===== src/verilog/civc_pkg.sv =====
/*
  civc_pkg: shared constants and types for the comparator change
  interrupt and voltage reference ladder control block.
  Assumes an 8-bit register port and a 40 MHz system clock.
*/
package civc_pkg;
  // register byte offsets on the local register port
  localparam logic [7:0] CIVC_IRQCTL_OFF  = 8'h0b; // global and peripheral enables
  localparam logic [7:0] CIVC_FLAG_OFF    = 8'h0d; // peripheral flag register
  localparam logic [7:0] CIVC_ENABLE_OFF  = 8'h8d; // peripheral enable register
  localparam logic [7:0] CIVC_CMPCTL_OFF  = 8'h9c; // comparator control register
  localparam logic [7:0] CIVC_REFCTL_OFF  = 8'h9d; // reference control register

  // field positions
  localparam int CIVC_GLOB_EN_BIT   = 7; // global enable in irq control
  localparam int CIVC_PERIPH_EN_BIT = 6; // peripheral enable in irq control
  localparam int CIVC_CMF_BIT       = 6; // change flag / its enable
  localparam int CIVC_CMP_TWO_BIT   = 7; // comparator two output
  localparam int CIVC_CMP_ONE_BIT   = 6; // comparator one output
  localparam int CIVC_MODE_LSB      = 0; // comparator mode field

  // reset values and masks
  localparam logic [7:0] CIVC_REF_RST  = 8'h00; // all control cleared
  localparam logic [7:0] CIVC_REF_MASK = 8'hef; // bit 4 unimplemented
  localparam logic [2:0] CIVC_MODE_RST = 3'h7;  // comparators off
  localparam logic [2:0] CIVC_MODE_REF = 3'h6;  // mode using the ladder

  // reference fraction in 96ths of the source voltage
  localparam logic [6:0] CIVC_LOW_BASE = 7'h18; // one quarter = 24/96
  localparam logic [6:0] CIVC_LOW_STEP = 7'h03; // 1/32 = 3/96
  localparam logic [6:0] CIVC_HI_STEP  = 7'h04; // 1/24 = 4/96

  // reference control register layout
  typedef struct packed {
    logic       ladder_en;  // ladder powered
    logic       pin_oe;     // reference on shared pin
    logic       range_sel;  // 1: 0..0.625, 0: 0.25..0.71875
    logic       unused;     // reads zero
    logic [3:0] level_code; // tap select
  } civc_ref_t;

  // register port request bundle
  typedef struct packed {
    logic [7:0] addr;  // byte offset
    logic [7:0] wdata; // write data
    logic       wr;    // write strobe
    logic       rd;    // read strobe
  } civc_req_t;
endpackage


===== src/verilog/civc_core.sv =====
/*
  civc_core: comparator change interrupt flag, enable gating and
  reference ladder control register, behind an 8-bit register port.
  Assumes: comparator outputs arrive asynchronously from the analog
  side; the master issues one-cycle strobes and takes read data in
  the following cycle; rstn is asynchronous, active low.
*/
// Strobed register access was left to the implementer.
`timescale 1ns/100ps
module civc_core
  import civc_pkg::*;
(
  input  wire logic       mclk,           // 40 MHz system clock
  input  wire logic       rstn,           // async reset, active low
  input  wire logic [7:0] reg_addr,       // register byte offset
  input  wire logic [7:0] reg_wdata,      // write data
  input  wire logic       reg_wr,         // write strobe
  input  wire logic       reg_rd,         // read strobe
  output logic      [7:0] reg_rdata,      // read data, cycle after strobe
  input  wire logic       cmp_one_output, // comparator one, async
  input  wire logic       cmp_two_output, // comparator two, async
  output logic      [2:0] cmp_mode,       // comparator mode to analog
  output logic            ref_to_cmp,     // ladder feeds comparators
  output civc_ref_t       ref_ctrl,       // ladder control bits
  output logic      [6:0] ref_fraction,   // reference in 96ths
  output logic            irq             // level interrupt
);

  // request bundle
  civc_req_t req;
  assign req = '{addr: reg_addr, wdata: reg_wdata, wr: reg_wr, rd: reg_rd};

  // reference fraction in 96ths of the source voltage
  // a powered-down ladder reports zero; the analog side scales it
  function automatic logic [6:0] civc_frac(input civc_ref_t r);
    logic [6:0] lvl;
    lvl = {3'h0, r.level_code};
    if (!r.ladder_en) begin
      civc_frac = 7'h00;
    end else if (r.range_sel) begin
      civc_frac = 7'(lvl * CIVC_HI_STEP);
    end else begin
      civc_frac = 7'(CIVC_LOW_BASE + lvl * CIVC_LOW_STEP);
    end
  endfunction

  // two-stage synchronisers for the comparator outputs
  logic [1:0] cmp_meta_q;  // first stage, read by second only
  logic [1:0] cmp_sync_q;  // second stage, {two, one}

  // state registers
  logic [1:0] cmp_latch_q;  // copy held since last access
  logic       flag_q;       // cmp_change_flag
  logic       flag_d;
  logic       irq_en_q;     // cmp_irq_enable
  logic       periph_en_q;  // peripheral_irq_enable
  logic       glob_en_q;    // global_irq_enable
  logic [2:0] mode_q;       // comparator mode
  civc_ref_t  ref_q;        // comparator_reference_control
  logic [7:0] rdata_q;      // registered read data
  logic       irq_q;        // registered interrupt
  logic       ref_sel_q;    // ladder routed to comparators
  logic [6:0] frac_q;       // registered fraction

  // address decode
  wire sel_irqctl = (req.addr == CIVC_IRQCTL_OFF);
  wire sel_flag   = (req.addr == CIVC_FLAG_OFF);
  wire sel_enable = (req.addr == CIVC_ENABLE_OFF);
  wire sel_cmpctl = (req.addr == CIVC_CMPCTL_OFF);
  wire sel_refctl = (req.addr == CIVC_REFCTL_OFF);

  // any access to the comparator control register
  wire cmp_access = sel_cmpctl && (req.rd || req.wr);

  // live outputs differ from latched copy; held until an access
  // refreshes the copy, so a flag cleared early is set again
  wire mismatch = (cmp_sync_q != cmp_latch_q);

  // all four conditions for a level interrupt; the flag itself is
  // set regardless, so software can poll it with the enables off
  wire irq_cond = flag_q && irq_en_q && periph_en_q && glob_en_q;

  // ladder feeds the comparators only in mode 110
  wire ref_mode = (mode_q == CIVC_MODE_REF);

  // software write to the flag register
  wire flag_wr = req.wr && sel_flag;

  // read multiplexer, unmapped reads give zero
  logic [7:0] rd_mux;
  always_comb begin
    rd_mux = 8'h00;
    if (sel_irqctl) begin
      rd_mux[CIVC_GLOB_EN_BIT]   = glob_en_q;
      rd_mux[CIVC_PERIPH_EN_BIT] = periph_en_q;
    end else if (sel_flag) begin
      rd_mux[CIVC_CMF_BIT] = flag_q;
    end else if (sel_enable) begin
      rd_mux[CIVC_CMF_BIT] = irq_en_q;
    end else if (sel_cmpctl) begin
      // outputs come from the synchroniser, never the raw pins
      rd_mux[CIVC_CMP_TWO_BIT] = cmp_sync_q[1];
      rd_mux[CIVC_CMP_ONE_BIT] = cmp_sync_q[0];
      rd_mux[CIVC_MODE_LSB +: 3] = mode_q;
    end else if (sel_refctl) begin
      rd_mux = ref_q & CIVC_REF_MASK;
    end
  end

  // flag next value: hardware set wins over software clear, so a
  // clear racing a standing mismatch is lost and must be repeated
  always_comb begin
    flag_d = flag_q;
    if (flag_wr) begin
      flag_d = req.wdata[CIVC_CMF_BIT];
    end
    if (mismatch) begin
      flag_d = 1'b1;
    end
  end

  // synchroniser chain; the first stage may go metastable and is
  // read by the second stage alone
  always_ff @(posedge mclk or negedge rstn) begin
    if (!rstn) begin
      cmp_meta_q <= 2'h0;
      cmp_sync_q <= 2'h0;
    end else begin
      cmp_meta_q <= {cmp_two_output, cmp_one_output};
      cmp_sync_q <= cmp_meta_q;
    end
  end

  // latched copy: an access ends the mismatch; a change landing
  // in the same cycle still leaves a mismatch and is flagged
  always_ff @(posedge mclk or negedge rstn) begin
    if (!rstn) begin
      cmp_latch_q <= 2'h0;
    end else if (cmp_access) begin
      cmp_latch_q <= cmp_sync_q;
    end
  end

  // change flag
  always_ff @(posedge mclk or negedge rstn) begin
    if (!rstn) begin
      flag_q <= 1'b0;
    end else begin
      flag_q <= flag_d;
    end
  end

  // enable bits; all three must be set before the flag reaches irq
  always_ff @(posedge mclk or negedge rstn) begin
    if (!rstn) begin
      glob_en_q   <= 1'b0;
      periph_en_q <= 1'b0;
      irq_en_q    <= 1'b0;
    end else if (req.wr && sel_irqctl) begin
      glob_en_q   <= req.wdata[CIVC_GLOB_EN_BIT];
      periph_en_q <= req.wdata[CIVC_PERIPH_EN_BIT];
    end else if (req.wr && sel_enable) begin
      irq_en_q <= req.wdata[CIVC_CMF_BIT];
    end
  end

  // comparator mode
  always_ff @(posedge mclk or negedge rstn) begin
    if (!rstn) begin
      mode_q <= CIVC_MODE_RST;
    end else if (req.wr && sel_cmpctl) begin
      mode_q <= req.wdata[CIVC_MODE_LSB +: 3];
    end
  end

  // reference control, bit 4 forced low
  // so neither a read nor the outputs can show a stray one
  always_ff @(posedge mclk or negedge rstn) begin
    if (!rstn) begin
      ref_q <= CIVC_REF_RST;
    end else if (req.wr && sel_refctl) begin
      ref_q <= req.wdata & CIVC_REF_MASK;
    end
  end

  // read data stands only in the cycle after the strobe and is
  // zero otherwise, so a stale value is never taken for a read
  always_ff @(posedge mclk or negedge rstn) begin
    if (!rstn) begin
      rdata_q <= 8'h00;
    end else begin
      rdata_q <= req.rd ? rd_mux : 8'h00;
    end
  end

  // interrupt gating and ladder outputs
  // registered so that every output leaves a flop
  always_ff @(posedge mclk or negedge rstn) begin
    if (!rstn) begin
      irq_q     <= 1'b0;
      ref_sel_q <= 1'b0;
      frac_q    <= 7'h00;
    end else begin
      irq_q     <= irq_cond;
      ref_sel_q <= ref_mode;
      frac_q    <= civc_frac(ref_q);
    end
  end

  // outputs straight from flops
  assign reg_rdata    = rdata_q;
  assign irq          = irq_q;
  assign cmp_mode     = mode_q;
  assign ref_to_cmp   = ref_sel_q;
  assign ref_ctrl     = ref_q;
  assign ref_fraction = frac_q;
endmodule


===== config.mk =====
export PLATFORM = sky130hd
export DESIGN_NAME = civc_core
export DESIGN_NICKNAME = d
export VERILOG_FILES = /design/src/verilog/civc_pkg.sv /design/src/verilog/civc_core.sv
export SDC_FILE = /design/constraint.sdc
export NUM_CORES = 1
export LEC_CHECK = 0
export BUFFER_PORTS_ARGS = -buffer_cell sky130_fd_sc_hd__buf_2
export CAP_MARGIN = 20
export CORE_ASPECT_RATIO = 0.6
export CORE_MARGIN = 5
export CORE_UTILIZATION = 45
export DETAILED_ROUTE_END_ITERATION = 7
export PLACE_DENSITY = 0.74
export SYNTH_ARGS = -nofsm -noshare
export SYNTH_HDL_FRONTEND = slang
export SYNTH_SLANG_ARGS = --single-unit
export TNS_END_PERCENT = 30

===== constraint.sdc =====
create_clock -name mclk -period 2.06 [get_ports mclk]
set_input_delay 0.309 -clock mclk [delete_from_list [all_inputs] [get_ports mclk]]
set_output_delay 0.309 -clock mclk [all_outputs]
set_load 0.005 [all_outputs]

==> qor.txt, run 1 <==
# setup viols final - 0
area fraction of the dominant cell type after synthesis - 49.7%
register share of total power - 50.5%
CP top delay family - simple AND/OR/NAND/NOR gates
RSZ-0062 raised after global routing - no
Slew Viols, Final - 0
sequential cell area fraction in the yosys report - 54.4%
GP Congestion - 0.899
number of synthesized flops with an enable pin - 0
PD cells - 705 nW/um2
delay of the slowest critical-path stage - 460 ps
CP Buf/Inv Count - 1
Syn Area/Cell - 12.6 um2
Setup CP Type - flip-flop to flip-flop
Final period util - 97.0%
Final min period - 2000 ps
hpwl dp - 2780 um
Critical Path Slowest Stage Cell - or3b_2
FP Rows - 17
fin util - 58.4%
Static Leak - 1.09 nW
Syn. warnings - 0
H-tree depth - 2
FF+latch count, synth - 36
Top Ports - 50
fmax - 500 MHz
fill cell count - 300
CTS root buf - clkbuf_8
initial DRC count - 134
largest net degree at the start of global routing - 37
WL final - 3740 um
vias in the first global route - 1261
vias per cell - 5.20
clk sinks - 36
Max Clock Skew - 8.87 ps
first-pass GRT wire length - 6360 um
Cell variety after synth - 39
worst relative slew slack - 48.0%
area delta synth->final - 26.9%
via count - 1243
Final Hold Viols - 0
Antenna Nets Post-Route - 0
Reg clk slew, reported paths - 80 ps
Main synth FF type - dfrtp_1
cells along the critical path - ha_2, inv_1, fa_1, or3b_2, a21oi_2, xnor2_1, and2_1
Synth Instances - 132
DRC errors left - 0
CP required - 2230 ps
VDD IR max - 0.000391 V
initial antenna violation count - 0
clock latency on the worst-skew pair - 290 ps
leading area contributor after synthesis - dfrtp_1
Cell Area, Synth - 1660 um2
Die X - 88.5 um
Max-Cap Viols - 0
P_sw - 0.000335 W
Hold WC Path Type - input pin to asynchronous set/reset pin
Die ar. - 5050 um2
status - complete, no violations
CORE AREA - 3620 um2
IO buf count - 46
Critical Path Fanout Max - 4
asr flop ratio synth - 100%
Crit. End Element - flip-flop
Initial Utilization - 46.0%
Overall Global Routing Usage - 16.3%
Clk pwr share - 40.4%
switch share - 22.5%
CTS tree - done
Internal - 0.00115 W
Final TNS setup - 0 ps
cts bufs inserted - 5
total gr overflow - 0
combinational power share - 9.1%
die height - 57.1 um
worst-case clock buffer depth - 2
drt first pass iters - 4
top cells by area, synth - dfrtp_1 (50%), mux2_2 (10%), dfstp_2 (4.7%)
slew at the pin closest to its max-slew limit - 780 ps
wire per inst - 15.6 um
nets@finish - 220
share of layout cells above drive strength 1 - 44.8%
Startpoint Class - flip-flop
Worst Path Arrival - 2170 ps
Inserted Diodes - 0
-- path summary, 6_finish.rpt --
check	start	endpoint	slack, ps	cells after the start
max	ref_ctrl[2]	ref_fraction[5]	60	7
min	rstn	reg_rdata[1]	100	1
max reg2reg	ref_ctrl[2]	ref_fraction[5]	60	7
min reg2reg	cmp_meta_q[0]	cmp_sync_q[0]	350	0
max in group asynchronous	rstn	ref_ctrl[6]	1460	1
min in group mclk	cmp_two_output	cmp_meta_q[1]	130	1
-- kinds of logic (layout without fill, tap and decap cells) --
kind of cell / count (synthesis) / in the layout / synth area share (%)
muxes: 19 / 19 / 12.6
other: 1 / 2 / 0.226
and+or+nand+nor: 39 / 39 / 15.2
DFF: 36 / 36 / 54.4
AOI/OAI and AO/OA: 16 / 16 / 6.62
adders and majority gates: 7 / 7 / 6.17
xor gates and xnor gates: 4 / 4 / 2.11
buffers and inverters: 10 / 69 / 2.71
-- registers in the layout, indices dropped and copies added, names as in the netlist, 2 cells and up --
name and cells:
ref_ctrl 7, ref_fraction 7, reg_rdata 7, cmp_mode 3
cmp_latch_q 2, cmp_meta_q 2, cmp_sync_q 2
-- through the flow --
step           worst slack, ps  power, W  cells  hold slack [ps]  instance area, um2
2_1_floorplan             7.05  0.000817    133             13.4                1670
3_3_place_gp              65.1  0.000891    230              335                1990
3_5_place_dp              30.2  0.000897    230              342                1990
4_1_cts                   9.31   0.00150    238              122                2100
5_1_grt                   4.50   0.00156    239              117                2110
6_report                  61.1   0.00149    239             97.0                2110
-- cell usage in the layout, fill, tap and decap left out, types with 4 or more instances in the layout --
master / synthesis / final
buf_2: 0 / 46
dfrtp_1: 33 / 33
mux2_2: 15 / 15
buf_4: 2 / 8
inv_1: 7 / 7
nor2_1: 7 / 7
nand2_1: 6 / 6
and2_1: 5 / 5
clkbuf_8: 0 / 5
mux2i_1: 4 / 4
ha_1: 5 / 4
-- final cells by class --
| type | instances | area, um2 | area share [%] |
|---|---|---|---|
| clock inverter | 2 | 35.0 | 1.66 |
| inverter | 7 | 26.3 | 1.24 |
| timing repair buffer | 54 | 290 | 13.8 |
| tap | 47 | 58.8 | 2.79 |
| sequential | 36 | 905 | 42.9 |
| multi-input combinational | 87 | 723 | 34.3 |
| clock buffer | 6 | 72.6 | 3.44 |
-- cell usage after synthesis (2+ instances only) --
cell / instances
a211oi_1: 2
a21oi_1: 3
a22oi_1: 3
a32oi_1: 2
and2_1: 5
buf_4: 2
dfrtp_1: 33
dfstp_2: 3
fa_1: 2
ha_1: 5
inv_1: 7
mux2_2: 15
mux2i_1: 4
nand2_1: 6
nand3_1: 2
nand4b_1: 2
nor2_1: 7
nor2b_1: 3
nor3_1: 2
nor4_1: 2
o21ai_0: 2
xnor2_1: 3
-- power by group through the flow --
stage	clock network [W]	registers, W	logic, W
final	0.000600	0.000751	0.000136
after detailed placement	0	0.000764	0.000133
after floorplan	0	0.000760	0.0000577
after global placement	0	0.000762	0.000129
after global routing	0.000650	0.000754	0.000154
after CTS	0.000614	0.000751	0.000135
-- routing by layer --
layer / track usage [%] / part of all wire [%] / vias up
met5: 0 / 0 / -
met4: 2.59 / 0.45 / 0
met3: 4.47 / 6.0 / 2
met2: 23.9 / 47 / 42
met1: 24.5 / 47 / 616
li1: - / - / 583
-- repair_timing --
| action | 4_1_cts | 5_1_grt |
|---|---|---|
| setup buffers | 0 | 1 |
| endpoints found under the setup margin | 0 | 1 |
| resized for setup | 0 | 2 |
| hold buffers | 0 | 0 |
No activity file was read; power rests on OpenSTA's default activity.
==> run 2, diff against run 1 <==
--- a/constraint.sdc
+++ b/constraint.sdc
@@ -3,2 +3,2 @@
 set_output_delay 0.309 -clock mclk [all_outputs]
-set_load 0.005 [all_outputs]
+set_load 0.01 [all_outputs]
==> run 2 against run 1 <==
Against the previous run:
- sequential power hardly changed
- power is 4.3% higher
- utilization hardly changed
- cell count is 1.3% lower
- sequential cell count stayed put
- sequential share of layout area is 0.093 points higher
- largest cell class unchanged
==> qor.txt, run 2 (synthesis results as in run 1) <==
status - complete, no violations
initial antenna violation count - 0 (unchanged)
Inserted Diodes - 0 (unchanged)
DP Worst Slack - -17.4 ps (-47.5 ps)
vias in the first global route - 1293 (+2.5%)
Internal - 0.00122 W (+5.7%)
CTS root buf - clkbuf_8
post-CTS setup buffer count - 0 (unchanged)
Max-Cap Viols - 0 (unchanged)
clk sinks - 36 (unchanged)
clock latency on the worst-skew pair - 280 ps (about the same)
GP Congestion - 0.892 (-0.72%)
CP required - 2230 ps (about the same)
Worst Path Arrival - 2140 ps (-30 ps)
r2r endpoint - ref_fraction[5]
DRC errors left - 0 (unchanged)
leading cell type in the layout, fill and taps excluded - buf_2
most frequent cells in the layout - buf_2 (46), dfrtp_1 (31), mux2_2 (15)
Final TNS setup - 0 ps (unchanged)
vias per cell - 5.19 (-0.11%)
Top Ports - 50 (unchanged)
Slew Viols, Final - 0 (unchanged)
share of layout cells above drive strength 1 - 45.5% (+0.71 points)
Overall Global Routing Usage - 15.9% (-0.38 points)
P_sw - 0.000333 W (-0.45%)
Crit. End Element - flip-flop
cts bufs inserted - 5 (unchanged)
H-tree depth - 2 (unchanged)
register share of total power - 48.4% (-2.1 points)
Critical Path Fanout Max - 2 (-2)
Initial Utilization - 46.0% (unchanged)
CORE AREA - 3620 um2 (unchanged)
worst relative slew slack - 47.6% (-0.36 points)
first-pass GRT wire length - 6170 um (-3.0%)
switch share - 21.5% (-1.0 points)
total gr overflow - 0 (unchanged)
Final min period - 1970 ps (-31.1 ps)
via count - 1226 (-1.4%)
combinational power share - 8.7% (-0.4 points)
Final period util - 95.5% (-1.5 points)
PD cells - 734 nW/um2 (+4.2%)
Static Leak - 1.08 nW (-0.65%)
area delta synth->final - 27.0% (about the same)
fmax - 508 MHz (+1.6%)
Final Hold Viols - 0 (unchanged)
CTS tree - done
launch point of the worst reg-to-reg path - ref_ctrl[1]
largest net degree at the start of global routing - 37 (unchanged)
FP Rows - 17 (unchanged)
fin util - 58.4% (about the same)
hold_buf cts - 0 (unchanged)
Die ar. - 5050 um2 (unchanged)
cells on worst reg2reg path - 7 (unchanged)
Max Clock Skew - 4.27 ps (-4.60 ps)
RSZ-0062 raised after global routing - no
WL final - 3690 um (-1.4%)
Clk pwr share - 42.9% (+2.5 points)
initial DRC count - 113 (-16%)
VDD IR max - 0.000348 V (-11%)
IO buf count - 46 (unchanged)
# setup viols final - 0 (unchanged)
Setup CP Type - flip-flop to flip-flop
slew at the pin closest to its max-slew limit - 786 ps (+5.43 ps)
worst-case clock buffer depth - 2 (unchanged)
Hold WC Path Type - input pin to asynchronous set/reset pin
die height - 57.1 um (unchanged)
setup ws final - 92.2 ps (+31.1 ps)
wire per inst - 15.6 um (-0.11%)
Antenna Nets Post-Route - 0 (unchanged)
Die X - 88.5 um (unchanged)
nets@finish - 217 (-1.4%)
reg2reg setup slack - 90 ps (+30 ps)
Startpoint Class - flip-flop
drt first pass iters - 4 (unchanged)
Reg clk slew, reported paths - 70 ps (about the same)
hpwl dp - 2840 um (+2.3%)
## run 2: metrics by stage
| step | hold slack, ps | instances | area, um2 | total power (W) |
|---|---|---|---|---|
| after floorplan | 13.4 | 133 | 1670 | 0.000823 |
| after global placement | 334 | 228 | 1980 | 0.000894 |
| after detailed placement | 353 | 228 | 1980 | 0.000899 |
| after CTS | 128 | 236 | 2110 | 0.00156 |
| after global routing | 128 | 236 | 2110 | 0.00162 |
| final | 106 | 236 | 2110 | 0.00155 |
## run 2: how the worst max path moves through the flow
stage / start / endpoint / slack (ps) / depth (start not counted)
2_1_floorplan: ref_ctrl[2] / ref_fraction[5] / 8 / 7
3_3_place_gp: ref_ctrl[1] / ref_fraction[5] / 60 / 7
3_5_place_dp: ref_ctrl[1] / ref_fraction[5] / -20 / 7
4_1_cts: ref_ctrl[1] / ref_fraction[5] / 10 / 7
5_1_grt: ref_ctrl[1] / ref_fraction[5] / 20 / 7
6_report: ref_ctrl[1] / ref_fraction[5] / 90 / 7
## run 2: cell type report
type | instances | area [um2]
Fill cell | 321 | 1500
Sequential cell | 36 | 907
Multi-Input combinational cell | 87 | 726
Timing Repair Buffer | 51 | 268
Clock buffer | 7 | 96.3
Tap cell | 47 | 58.8
Clock inverter | 1 | 30.0
Inverter | 7 | 26.3
## run 2: worst max-delay path, cell delays in order (launching register included)
cell and delay [ps]:
dfrtp_2 420, ha_2 190, inv_1 60, fa_1 400
or3b_4 380, a21oi_2 170, xnor2_1 80, and2_1 150
## run 2: power by group through the flow
| stage | sequential (W) | clock [W] | combinational [W] |
|---|---|---|---|
| floorplan | 0.000765 | 0 | 0.0000585 |
| global route | 0.000753 | 0.000713 | 0.000153 |
| finish | 0.000750 | 0.000665 | 0.000136 |
| CTS | 0.000751 | 0.000676 | 0.000137 |
| detailed placement | 0.000764 | 0 | 0.000135 |
| global placement | 0.000762 | 0 | 0.000132 |
## run 2: what timing repair did
action | in CTS | in global routing
gates cloned | 0 | 0
pin swaps | 1 | 1
resized for setup | 1 | 2
endpoints found under the setup margin | 1 | 1
## run 2: per-layer routing
metal / vias to the layer above / global-route usage, % / part of all wire [%]
li1: 581 / - / -
met1: 598 / 21.5 / 43
met2: 47 / 24.7 / 47
met3: 0 / 6.64 / 9.5
met4: 0 / 1.94 / 0
met5: - / 0 / 0
